===== config.mk =====
export PLATFORM = sky130hd
export DESIGN_NAME = ccig_dev_flat
export DESIGN_NICKNAME = d
export VERILOG_FILES = /design/src/pkg/ccig_pkg.sv /design/src/pkg/ccig_if.sv /design/src/core/ccig_dev.sv /design/src/core/ccig_tone_div.sv /design/src/flat_wrapper.sv
export SDC_FILE = /design/constraint.sdc
export NUM_CORES = 1
export LEC_CHECK = 0
export BUFFER_PORTS_ARGS = -buffer_cell sky130_fd_sc_hd__clkbuf_2
export CAP_MARGIN = 20
export CORE_UTILIZATION = 52
export DETAILED_ROUTE_END_ITERATION = 8
export PLACE_DENSITY = 0.88
export SLEW_MARGIN = 10
export SYNTH_ARGS = -nofsm -noshare
export SYNTH_HDL_FRONTEND = slang
export SYNTH_SLANG_ARGS = --single-unit

===== constraint.sdc =====
create_clock -name core_clk -period 2.3 [get_ports core_clk]
set_clock_uncertainty 0.1 [all_clocks]
set_input_delay 0.23 -clock core_clk [delete_from_list [all_inputs] [get_ports core_clk]]
set_output_delay 0.23 -clock core_clk [all_outputs]
set_load 0.02 [all_outputs]

===== src/pkg/ccig_pkg.sv =====
package ccig_pkg;
   localparam int    CCIG_NCH        = 4;
   localparam int    CCIG_DW         = 8;
   // tone filter clock runs at this multiple of the tone frequency
   localparam int    CCIG_TONE_MULT  = 100;
   localparam int    CCIG_HALF_MULT  = CCIG_TONE_MULT / 2;
   localparam int    CCIG_DIV_W      = 24;
   localparam int    CCIG_CNT_W      = 7;
   // personality byte layout: simplex in low nibble, carrier select high
   localparam int    CCIG_SPLX_LSB   = 0;
   localparam int    CCIG_CSEL_LSB   = 4;
   // channel flags on data bits 4..7, key status on bit 0
   localparam int    CCIG_FLAG_LSB   = 4;
   localparam int    CCIG_STAT_BIT   = 0;
   // isolated inputs 5..8 double as carrier detect for channels 1..4
   localparam int    CCIG_CD_LSB     = 4;
   localparam logic [7:0] CCIG_PERS_RST = 8'hF0;
   localparam logic [7:0] CCIG_TERM_RST = 8'h00;
   localparam logic [7:0] CCIG_OUT_RST  = 8'h00;
   localparam logic [7:0] CCIG_FLAG_IDLE = 8'hFF;
   localparam logic [CCIG_CNT_W-1:0] CCIG_CNT_ZERO = 7'h00;
endpackage : ccig_pkg


===== src/pkg/ccig_if.sv =====
`timescale 1ns/1ps
interface ccig_if;
   import ccig_pkg::*;
   logic [CCIG_DW-1:0] data_wr;
   logic [CCIG_DW-1:0] data_rd;
   logic               data_rd_oe_n;
   logic               wr_n;
   logic               rd_n;
   logic               personality_select_n;
   logic               channel_load_select_n;
   logic               io_select_n;
   logic               status_select_n;
   logic               activity_irq_n;
   logic [CCIG_NCH-1:0] event_clear_n;
   modport dev
   (
      input  data_wr,
      output data_rd,
      output data_rd_oe_n,
      input  wr_n,
      input  rd_n,
      input  personality_select_n,
      input  channel_load_select_n,
      input  io_select_n,
      input  status_select_n,
      output activity_irq_n,
      input  event_clear_n
   );
   modport ctl
   (
      output data_wr,
      input  data_rd,
      input  data_rd_oe_n,
      output wr_n,
      output rd_n,
      output personality_select_n,
      output channel_load_select_n,
      output io_select_n,
      output status_select_n,
      input  activity_irq_n,
      output event_clear_n
   );
endinterface : ccig_if


===== src/core/ccig_dev.sv =====
`timescale 1ns/1ps
module ccig_dev
   import ccig_pkg::*;
(
   input  wire logic                core_clk,
   input  wire logic                resetn,
   ccig_if.dev                      bus,
   input  wire logic [CCIG_NCH-1:0] voice_detect,
   input  wire logic [CCIG_NCH-1:0] receive_inhibit_n,
   input  wire logic [CCIG_DW-1:0]  isolated_input_cathode,
   input  wire logic [CCIG_NCH*CCIG_DIV_W-1:0] tone_half_period,
   output logic      [CCIG_NCH-1:0] simplex_select,
   output logic      [CCIG_NCH-1:0] termination_disable,
   output logic      [CCIG_NCH-1:0] carrier_input_select_n,
   output logic      [CCIG_NCH-1:0] activity_led,
   output logic      [CCIG_NCH-1:0] filter_clk,
   output logic      [CCIG_DW-1:0]  relay_contact_a
);
   import ccig_pkg::*;

   logic [CCIG_DW-1:0]  pers_r;
   logic [CCIG_DW-1:0]  term_r;
   logic [CCIG_DW-1:0]  gpo_r;
   logic                pers_wr_d_r;
   logic                gpo_wr_d_r;
   logic [CCIG_NCH-1:0] act_d_r;
   logic [CCIG_NCH-1:0] key_event_flag;
   logic [CCIG_NCH-1:0] unkey_event_flag;
   logic [CCIG_NCH-1:0] led_r;
   logic                irq_r;
   logic [CCIG_DW-1:0]  rd_r;
   logic                rd_oe_n_r;

   // a select strobe counts only while its bus strobe is low too
   function automatic logic strobe_hit
   (
      input logic sel_n,
      input logic str_n
   );
      return !sel_n && !str_n;
   endfunction : strobe_hit

   wire pers_wr = strobe_hit(bus.personality_select_n, bus.wr_n);
   wire load_wr = strobe_hit(bus.channel_load_select_n, bus.wr_n);
   wire gpo_wr  = strobe_hit(bus.io_select_n, bus.wr_n);
   wire gpi_rd  = strobe_hit(bus.io_select_n, bus.rd_n);
   wire sta_rd  = strobe_hit(bus.status_select_n, bus.rd_n);
   // edge-loaded latches take the first strobed cycle only
   wire pers_ld = pers_wr && !pers_wr_d_r;
   wire gpo_ld  = gpo_wr && !gpo_wr_d_r;

   wire [CCIG_NCH-1:0] csel_n = pers_r[CCIG_CSEL_LSB +: CCIG_NCH];
   wire [CCIG_NCH-1:0] cd_n   =
      isolated_input_cathode[CCIG_CD_LSB +: CCIG_NCH];
   wire [CCIG_NCH-1:0] act;
   wire [CCIG_NCH-1:0] key_set = act & ~act_d_r;
   wire [CCIG_NCH-1:0] unk_set = ~act & act_d_r;
   wire [CCIG_NCH-1:0] pend    = key_event_flag | unkey_event_flag;

   // per channel: pick the activity source and run a tone divider
   genvar g;
   generate
      for (g = 0; g < CCIG_NCH; g++)
      begin : g_ch
         // carrier detect replaces the voice detector when selected
         assign act[g] = receive_inhibit_n[g] &&
            (!csel_n[g] ? !cd_n[g] : voice_detect[g]);
         ccig_tone_div u_div
         (
            .core_clk    (core_clk),
            .resetn      (resetn),
            .half_period (tone_half_period[g*CCIG_DIV_W +: CCIG_DIV_W]),
            .filter_clk  (filter_clk[g])
         );
      end
   endgenerate

   // lowest pending channel answers the status read
   function automatic logic [CCIG_DW-1:0] stat_byte
   (
      input logic [CCIG_NCH-1:0] p,
      input logic [CCIG_NCH-1:0] k
   );
      logic [CCIG_DW-1:0] b;
      logic               found;
      b     = CCIG_FLAG_IDLE;
      found = 1'b0;
      for (int i = 0; i < CCIG_NCH; i++)
      begin
         if (p[i] && !found)
         begin
            found                    = 1'b1;
            b[CCIG_FLAG_LSB + i]     = 1'b0;
            b[CCIG_STAT_BIT]         = !k[i];
         end
      end
      return b;
   endfunction : stat_byte

   wire [CCIG_DW-1:0] rd_nxt = gpi_rd ? isolated_input_cathode
                                      : stat_byte(pend, key_event_flag);

   assign simplex_select         = pers_r[CCIG_SPLX_LSB +: CCIG_NCH];
   assign carrier_input_select_n = csel_n;
   assign termination_disable    = term_r[CCIG_NCH-1:0];
   assign relay_contact_a        = gpo_r;
   assign activity_led           = led_r;
   assign bus.activity_irq_n     = irq_r;
   assign bus.data_rd            = rd_r;
   assign bus.data_rd_oe_n       = rd_oe_n_r;

   always_ff @(posedge core_clk or negedge resetn)
   begin
      if (!resetn)
      begin
         pers_r      <= CCIG_PERS_RST;
         pers_wr_d_r <= 1'b0;
      end
      else
      begin
         pers_wr_d_r <= pers_wr;
         if (pers_ld)
            pers_r <= bus.data_wr;
      end
   end

   // follows the bus for every strobed cycle, holds otherwise
   always_ff @(posedge core_clk or negedge resetn)
   begin
      if (!resetn)
         term_r <= CCIG_TERM_RST;
      else if (load_wr)
         term_r <= bus.data_wr;
   end

   always_ff @(posedge core_clk or negedge resetn)
   begin
      if (!resetn)
      begin
         gpo_r      <= CCIG_OUT_RST;
         gpo_wr_d_r <= 1'b0;
      end
      else
      begin
         gpo_wr_d_r <= gpo_wr;
         if (gpo_ld)
            gpo_r <= bus.data_wr;
      end
   end

   // hardware set wins over a clear in the same cycle
   always_ff @(posedge core_clk or negedge resetn)
   begin
      if (!resetn)
      begin
         act_d_r          <= '0;
         key_event_flag   <= '0;
         unkey_event_flag <= '0;
         led_r            <= '0;
         irq_r            <= 1'b1;
      end
      else
      begin
         act_d_r          <= act;
         led_r            <= act;
         key_event_flag   <= key_set |
                             (key_event_flag & bus.event_clear_n);
         unkey_event_flag <= unk_set |
                             (unkey_event_flag & bus.event_clear_n);
         irq_r            <= ~|(pend | key_set | unk_set);
      end
   end

   // registered read drive: it answers one cycle after the strobe
   always_ff @(posedge core_clk or negedge resetn)
   begin
      if (!resetn)
      begin
         rd_r      <= CCIG_FLAG_IDLE;
         rd_oe_n_r <= 1'b1;
      end
      else
      begin
         rd_r      <= rd_nxt;
         rd_oe_n_r <= !(gpi_rd || sta_rd);
      end
   end
endmodule : ccig_dev


===== src/core/ccig_tone_div.sv =====
`timescale 1ns/1ps
module ccig_tone_div
   import ccig_pkg::*;
(
   input  wire logic                  core_clk,
   input  wire logic                  resetn,
   input  wire logic [CCIG_DIV_W-1:0] half_period,
   output logic                       filter_clk
);
   logic [CCIG_DIV_W-1:0] cnt_r;
   logic                  clk_r;
   // wrap on the last count so each level lasts exactly half_period edges
   wire                   wrap = (cnt_r >= half_period - CCIG_DIV_W'(1));
   assign filter_clk = clk_r;
   // half_period of zero stops the clock rather than toggling every edge
   always_ff @(posedge core_clk or negedge resetn)
   begin
      if (!resetn)
      begin
         cnt_r <= '0;
         clk_r <= 1'b0;
      end
      else if (half_period == '0)
      begin
         cnt_r <= '0;
         clk_r <= 1'b0;
      end
      else if (wrap)
      begin
         cnt_r <= '0;
         clk_r <= ~clk_r;
      end
      else
         cnt_r <= cnt_r + 1'b1;
   end
endmodule : ccig_tone_div


===== src/flat_wrapper.sv =====
// flat-port wrapper written by rule: the top's interface ports become plain ports
module ccig_dev_flat import ccig_pkg::*;
  (core_clk, resetn, voice_detect, receive_inhibit_n, isolated_input_cathode, tone_half_period, simplex_select, termination_disable, carrier_input_select_n, activity_led, filter_clk, relay_contact_a, bus_data_wr, bus_data_rd, bus_data_rd_oe_n, bus_wr_n, bus_rd_n, bus_personality_select_n, bus_channel_load_select_n, bus_io_select_n, bus_status_select_n, bus_activity_irq_n, bus_event_clear_n);
  ccig_if bus_i ();
  input  wire logic core_clk;
  input  wire logic resetn;
  input  wire logic [CCIG_NCH-1:0] voice_detect;
  input  wire logic [CCIG_NCH-1:0] receive_inhibit_n;
  input  wire logic [CCIG_DW-1:0] isolated_input_cathode;
  input  wire logic [CCIG_NCH*CCIG_DIV_W-1:0] tone_half_period;
  output logic      [CCIG_NCH-1:0] simplex_select;
  output logic      [CCIG_NCH-1:0] termination_disable;
  output logic      [CCIG_NCH-1:0] carrier_input_select_n;
  output logic      [CCIG_NCH-1:0] activity_led;
  output logic      [CCIG_NCH-1:0] filter_clk;
  output logic      [CCIG_DW-1:0] relay_contact_a;
  input wire logic [$bits(bus_i.data_wr)-1:0] bus_data_wr;
  output wire logic [$bits(bus_i.data_rd)-1:0] bus_data_rd;
  output wire logic [$bits(bus_i.data_rd_oe_n)-1:0] bus_data_rd_oe_n;
  input wire logic [$bits(bus_i.wr_n)-1:0] bus_wr_n;
  input wire logic [$bits(bus_i.rd_n)-1:0] bus_rd_n;
  input wire logic [$bits(bus_i.personality_select_n)-1:0] bus_personality_select_n;
  input wire logic [$bits(bus_i.channel_load_select_n)-1:0] bus_channel_load_select_n;
  input wire logic [$bits(bus_i.io_select_n)-1:0] bus_io_select_n;
  input wire logic [$bits(bus_i.status_select_n)-1:0] bus_status_select_n;
  output wire logic [$bits(bus_i.activity_irq_n)-1:0] bus_activity_irq_n;
  input wire logic [$bits(bus_i.event_clear_n)-1:0] bus_event_clear_n;
  assign bus_i.data_wr = bus_data_wr;
  assign bus_data_rd = bus_i.data_rd;
  assign bus_data_rd_oe_n = bus_i.data_rd_oe_n;
  assign bus_i.wr_n = bus_wr_n;
  assign bus_i.rd_n = bus_rd_n;
  assign bus_i.personality_select_n = bus_personality_select_n;
  assign bus_i.channel_load_select_n = bus_channel_load_select_n;
  assign bus_i.io_select_n = bus_io_select_n;
  assign bus_i.status_select_n = bus_status_select_n;
  assign bus_activity_irq_n = bus_i.activity_irq_n;
  assign bus_i.event_clear_n = bus_event_clear_n;
  ccig_dev u_core (.core_clk(core_clk), .resetn(resetn), .bus(bus_i), .voice_detect(voice_detect), .receive_inhibit_n(receive_inhibit_n), .isolated_input_cathode(isolated_input_cathode), .tone_half_period(tone_half_period), .simplex_select(simplex_select), .termination_disable(termination_disable), .carrier_input_select_n(carrier_input_select_n), .activity_led(activity_led), .filter_clk(filter_clk), .relay_contact_a(relay_contact_a));
endmodule

==> impl_metrics.py, run 1 <==
metrics = {
    "timing": {
        "setup_viol": 100,
        "fin_crit_ps": 3140,
        "tightestPinTransition_ps": 681,
        "period_share_pct": 137,
        "holdWs_ps": 66.7,
        "rsz0062_at_grt": "true",
        "maxSlewHeadroom_pct": 54.4,
        "finalHoldViolCount": 0,
        "drv_slew": 0,
        "setup_slack_ps": -842,
        "fmax_mhz": 318,
    },
    "setup_path": {
        "path_cells": "clkbuf_2 > nor4_4 > nand2_2 > nor3_4 > buf_6 > nand3_4 > nor4_4 > xnor2_1 > ha_1 > nand4_1 > nor3_2 > and4_1 > a22oi_2 > nand3b_1 > buf_6 > buf_8 > nor2_1",
        "r2r_cells": 8,
        "r2r-end": "u_core.g_ch[1].u_div.cnt_r[11]$_DFF_PN0_",
        "critPathMaxFanout": 6,
        "critPathBufInv": 4,
        "arrival_ps": 3360,
        "critPathSlowestCell": "nor3_2",
        "cp-end-kind": "register",
        "worst-r2r-setup-slack_ps": -330,
        "worst_path_dominant_cell_family": "simple AND/OR/NAND/NOR gates",
        "critPathKind": "in -> reg",
        "timing.critical_path.slowest_cell_delay_ps": 340,
        "cp-start-kind": "input port",
        "r2r-start": "u_core.g_ch[1].u_div.cnt_r[9]$_DFF_PN0_",
        "worstPathRequired_ps": 2520,
    },
    "floorplanning": {
        "rows": 51,
        "ios": 170,
        "die_y_um": 143,
        "coreArea_mm2": 0.0195,
        "die_width_um": 143,
        "dieArea_mm2": 0.0204,
        "start_util_pct": 53.0,
    },
    "hold_path": {
        "holdPathStages": 4,
        "hp-start": "bus_rd_n",
        "worst_hold_path.endpoint": "u_core.bus.data_rd[4]$_DFF_PN1_",
        "holdCritPathClass": "in -> reg",
    },
    "pwr": {
        "p_sw_share_pct": 36.1,
        "power.internal_mw": 6.60,
        "p_switching_mw": 3.73,
        "clkPwrFrac_pct": 28.3,
        "leakage_nw": 6.87,
        "seq_power_share_pct": 33.8,
        "p_comb_share_pct": 37.9,
        "vdd_ir_drop_max_mv": 0.542,
        "total_power_mw": 10.3,
        "p_per_area_mw_per_mm2": 669,
    },
    "outcome": {
        "failed_checks": "negative setup slack",
        "status": "complete, but fails checks",
    },
    "clock_network": {
        "numCtsBuffers": 17,
        "ctsHtreeMaxLevel": 4,
        "clockBufferDepth": 2,
        "root_buffer": "clkbuf_16",
        "clock-sinks": 144,
        "clock_latency_ps": 440,
        "cts.clk_slew.worst_paths_ps": 70,
        "cts_tree": "done",
    },
    "placement": {
        "dp_slack_ps": -1200,
        "dp_cells": 1711,
        "dp_hpwl_um": 20600,
        "io_buffers": 169,
        "gp_congestion": 0.869,
    },
    "routing": {
        "viasPerCell": 6.02,
        "antenna_left": 0,
        "wl_um": 35700,
        "vias": 10891,
        "drc": 0,
        "drt_iter0_drc": 860,
        "dr.pass1.iters": 5,
        "wl_per_cell_um": 19.7,
    },
    "global_route": {
        "grt_antenna_before_repair": 0,
        "grt_max_degree": 51,
        "grt.total_usage_pct": 29.7,
        "grt-ovfl-total": 0,
        "grt_pass1_vias": 10380,
        "grt_pass1_wl_um": 47700,
    },
    "layout": {
        "finalNetCount": 1771,
        "final_cells": 1810,
        "area_growth_pct": 49.6,
        "fill_cells": 1075,
        "drive_gt1_share_pct": 41.8,
        "layout_common_cells": "buf_4, clkbuf_2, dfrtp_1",
        "utilization_pct": 79.3,
        "final_common_cell": "buf_4",
    },
    "yosys": {
        "synth_fp_nets": 1333,
        "synth_area_mm2": 0.0103,
        "synth_cells": 1093,
        "synth_edf_count": 0,
        "synth-seq-cells": 144,
        "synth_flop_cell": "dfrtp_1",
        "yosys.cell_types.count": 66,
        "async_flop_share_pct": 100,
        "syn_avg_cell_area_um2": 9.44,
        "yosysWarnings": 0,
        "ys_seq_area_share_pct": 35.1,
    },
    "flow_run": {
        "drv_cap": 0,
    },
}
==> power by group through the flow <==
stage          combinational, mW  clock, mW  sequential [mW]
2_1_floorplan               1.74          0             3.57
3_3_place_gp                2.85          0             3.45
3_5_place_dp                3.04          0             3.48
4_1_cts                     3.22       2.91             3.45
5_1_grt                     4.21       3.05             3.54
6_report                    3.91       2.93             3.49
==> cell usage after synthesis (10+ instances only) <==
master	instances	area [um2]
inv_1	34	128
dfstp_2	14	368
nand4_1	30	188
mux2_2	20	225
dfrtp_1	130	3250
nand2_1	90	338
nor3_2	23	230
xor2_1	68	596
ha_1	108	1350
xnor2_1	106	928
a21oi_1	31	155
nor2_1	119	447
nor4_1	22	138
nor3_1	66	330
and3_1	20	125
o21ai_0	16	80.1
and4_1	10	87.6
nand3_1	56	280
==> metal layers <==
metal / up-vias / track usage, % / part of all wire (%)
li1: 4798 / - / -
met1: 5290 / 32.4 / 36
met2: 588 / 55.5 / 52
met3: 215 / 6.07 / 6.6
met4: 0 / 12.3 / 5.6
met5: - / 0 / 0
==> layout make-up <==
class / count / area (um2) / share of cell area [%]
Antenna cell: 1 / 2.50 / 0.0162
Clock buffer: 18 / 439 / 2.85
Clock inverter: 14 / 168 / 1.09
Inverter: 34 / 128 / 0.827
Multi-Input combinational cell: 893 / 7410 / 48.0
Sequential cell: 144 / 3620 / 23.5
Tap cell: 265 / 332 / 2.15
Timing Repair Buffer: 441 / 3330 / 21.6
==> worst max-delay path by stage <==
stage / from / cells after the start / end
after floorplan: tone_half_period[76] / 13 / u_core.g_ch[3].u_div.cnt_r[0]$_DFF_PN0_
after global placement: tone_half_period[76] / 14 / u_core.g_ch[3].u_div.cnt_r[6]$_DFF_PN0_
after detailed placement: tone_half_period[76] / 14 / u_core.g_ch[3].u_div.filter_clk$_DFFE_PN0P_
after CTS: tone_half_period[5] / 15 / u_core.g_ch[0].u_div.cnt_r[1]$_DFF_PN0_
after global routing: tone_half_period[76] / 15 / u_core.g_ch[3].u_div.cnt_r[6]$_DFF_PN0_
final: tone_half_period[52] / 17 / u_core.g_ch[2].u_div.cnt_r[8]$_DFF_PN0_
==> metrics by stage <==
stage	TNS (ps)	cell area [um2]
3_3_place_gp	-91430	13200
4_1_cts	-46990	14500
5_1_grt	-87680	15400
2_1_floorplan	-72260	10600
3_5_place_dp	-104310	13200
6_report	-67340	15400
==> registers in the layout, indices dropped and copies added (netlist names) <==
| name | flops |
|---|---|
| u_core.pers_r | 8 |
| u_core.g_ch.u_div.filter_clk | 4 |
| u_core.gpo_wr_d_r | 1 |
| u_core.bus.data_rd_oe_n | 1 |
| u_core.unkey_event_flag | 4 |
| u_core.bus.data_rd | 8 |
| u_core.pers_wr_d_r | 1 |
| u_core.key_event_flag | 4 |
| u_core.term_r | 4 |
| u_core.relay_contact_a | 8 |
| u_core.g_ch.u_div.cnt_r | 96 |
| u_core.bus.activity_irq_n | 1 |
| u_core.act_d_r | 4 |
==> tightest hold or removal path: cells and delay by family <==
| kind | cells | cell delay (ps) |
|---|---|---|
| compound gates | 1 | 60 |
| buf+inv | 1 | 140 |
| simple gates | 2 | 170 |
==> cell families (layout without fill, tap and decap cells) <==
| family | Yosys count | in the layout | synth area share (%) |
|---|---|---|---|
| AO/OA/AOI/OAI | 99 | 99 | 6.64 |
| multiplexers | 21 | 21 | 2.33 |
| AND/OR/NAND/NOR | 491 | 491 | 25.3 |
| flip-flops | 144 | 144 | 35.1 |
| XOR/XNOR | 174 | 174 | 14.8 |
| other | 0 | 1 | 0 |
| buffers and inverters | 56 | 507 | 2.78 |
| adder cells (fa/ha/maj) | 108 | 108 | 13.1 |
==> timing repair <==
| item | CTS | global route |
|---|---|---|
| resized for setup | 49 | 158 |
| setup endpoints to repair | 100 | 100 |
| pin swaps | 30 | 41 |
| hold buffers | 34 | 0 |
| cloned | 1 | 9 |
| setup buffers | 14 | 10 |
| hold endpoints to repair | 90 | 0 |
No activity file was read; power rests on OpenSTA's default activity.
==> run 2: changes to the inputs <==
HOLD_SLACK_MARGIN = 0.08   (was unset)
==> run 2 against run 1 <==
Net effect:
- the flow still finishes with violations (negative setup slack)
- global-route usage is 0.19 points higher
- critical path depth stayed put
- count of clock-buffer cells in the layout stayed put
- routed wire length is 0.71% higher
- non-clock buffer count is 6 higher
- sequential cell count unchanged
- sequential share of layout area decreased by 0.10 points
==> impl_metrics.py, run 2 (same netlist as run 1, synthesis figures left out) <==
metrics = {
    "layout": {
        "finalNetCount": 1777,
        "final_common_cell": "buf_4",
        "layout_common_cells": "buf_4, clkbuf_2, dfrtp_1",
        "antenna_cells": 0,
        "largest_reg_flops": 96,
        "area_growth_pct": 50.2,
        "drive_gt1_share_pct": 41.8,
        "utilization_pct": 79.6,
        "regMostFlops": "u_core.g_ch.u_div.cnt_r",
    },
    "routing": {
        "viasPerCell": 5.92,
        "wl_per_cell_um": 19.8,
        "drt_iter0_drc": 740,
        "dr.pass1.iters": 5,
        "wl_um": 35900,
        "vias": 10752,
        "drc": 0,
        "antenna_left": 0,
    },
    "setup_path": {
        "cp-end-kind": "register",
        "r2r-start": "u_core.g_ch[1].u_div.cnt_r[9]$_DFF_PN0_",
        "cp-start-kind": "input port",
        "critPathMaxFanout": 6,
        "arrival_ps": 3290,
        "worstPathRequired_ps": 2520,
        "cp-startpoint": "tone_half_period[52]",
        "critPathKind": "in -> reg",
    },
    "timing": {
        "setup_slack_ps": -778,
        "setup_viol": 100,
        "final.setup.tns_ps": -65650,
        "period_share_pct": 134,
        "fin_crit_ps": 3080,
        "drv_slew": 0,
        "finalHoldViolCount": 0,
        "rsz0062_at_grt": "true",
        "tightestPinTransition_ps": 678,
        "fmax_mhz": 325,
        "maxSlewHeadroom_pct": 54.5,
    },
    "floorplanning": {
        "coreArea_mm2": 0.0195,
        "die_y_um": 143,
        "ios": 170,
        "start_util_pct": 53.0,
        "die_width_um": 143,
        "dieArea_mm2": 0.0204,
        "rows": 51,
    },
    "clock_network": {
        "numCtsBuffers": 17,
        "root_buffer": "clkbuf_16",
        "clockBufferDepth": 2,
        "ctsHtreeMaxLevel": 4,
        "cts.clk_slew.worst_paths_ps": 70,
        "cts_tree": "done",
        "clock-sinks": 144,
        "clock_latency_ps": 440,
    },
    "outcome": {
        "failed_checks": "negative setup slack",
        "status": "complete, but fails checks",
    },
    "placement": {
        "io_buffers": 169,
        "dp_hpwl_um": 20600,
        "gp_congestion": 0.869,
        "dp_slack_ps": -1200,
    },
    "pwr": {
        "p_per_area_mw_per_mm2": 668,
        "vdd_ir_drop_max_mv": 0.542,
        "leakage_nw": 6.90,
    },
    "hold_path": {
        "hp-start": "voice_detect[3]",
        "holdCritPathClass": "in -> reg",
    },
    "global_route": {
        "grt_pass1_wl_um": 48000,
        "grt_pass1_vias": 10447,
        "grt-ovfl-total": 0,
        "grt_max_degree": 51,
        "grt_antenna_before_repair": 0,
        "grt.total_usage_pct": 29.9,
    },
    "flow_run": {
        "drv_cap": 0,
    },
}
-- run 2: changes by cell type in the layout (fill, tap and decap cells not counted) --
cell,before,now
diode_2,1,0
dlygate4sd3_1,34,40
nor3b_1,2,1
nor3b_2,2,3
nor4_1,15,14
nor4_2,1,2
-- run 2: worst paths after layout --
path                                                            endpoint  slack (ps)  cells after the start
worst min-delay path                         u_core.act_d_r[3]$_DFF_PN0_         120                      5
worst max register to register  u_core.g_ch[1].u_div.cnt_r[11]$_DFF_PN0_        -330                      8
min in group asynchronous          u_core.relay_contact_a[4]$_DFFE_PN0P_         210                      2
max in group asynchronous       u_core.g_ch[3].u_div.cnt_r[11]$_DFF_PN0_        1240                      3
worst max-delay path             u_core.g_ch[2].u_div.cnt_r[8]$_DFF_PN0_        -780                     17
worst min register to register     u_core.relay_contact_a[4]$_DFFE_PN0P_         410                      1
-- run 2: layout make-up --
cell class	count	area (um2)
timing repair buffer	447	3390
clock buffer	18	439
sequential	144	3620
inverter	34	128
fill	1065	3970
clock inverter	14	168
multi-input combinational	893	7420
tap	265	332
-- run 2: repair_timing --
item | CTS | global route
buffers inserted | 14 | 10
gates cloned | 1 | 9
hold buffers | 40 | 0
endpoints found under the hold margin | 121 | 0
pin swaps | 30 | 41
gates resized for setup | 49 | 160
endpoints found under the setup margin | 100 | 101
-- run 2: per-layer routing --
layer | routed length (um) | track usage [%]
met2 | 18800 | 56.2
met1 | 12800 | 32.2
met4 | 1950 | 12.5
met3 | 2410 | 6.17
met5 | 0 | 0
-- run 2: critical path, cell delays in order --
cell	delay [ps]
clkbuf_2	120
nor4_4	300
nand2_2	130
nor3_4	210
buf_6	170
nand3_4	120
nor4_4	170
xnor2_1	120
ha_1	320
nand4_1	210
nor3_2	340
and4_1	260
a22oi_2	90
nand3b_1	120
buf_6	150
buf_8	150
nor2_1	70
-- run 2: power breakdown --
group / leakage, nW / internal, mW / switching (mW)
clock network: 0.293 / 1.67 / 1.26
logic: 4.75 / 1.94 / 2.00
registers: 1.86 / 3.02 / 0.478
total: 6.90 / 6.62 / 3.73
-- run 2: per-stage QoR --
step	total power, mW	cells	cell area [um2]	hold WS (ps)
2_1_floorplan	5.31	1093	10600	-166
3_3_place_gp	6.31	1711	13200	101
3_5_place_dp	6.52	1711	13200	113
4_1_cts	9.60	1797	14600	93.6
5_1_grt	10.8	1815	15500	134
6_report	10.4	1815	15500	115
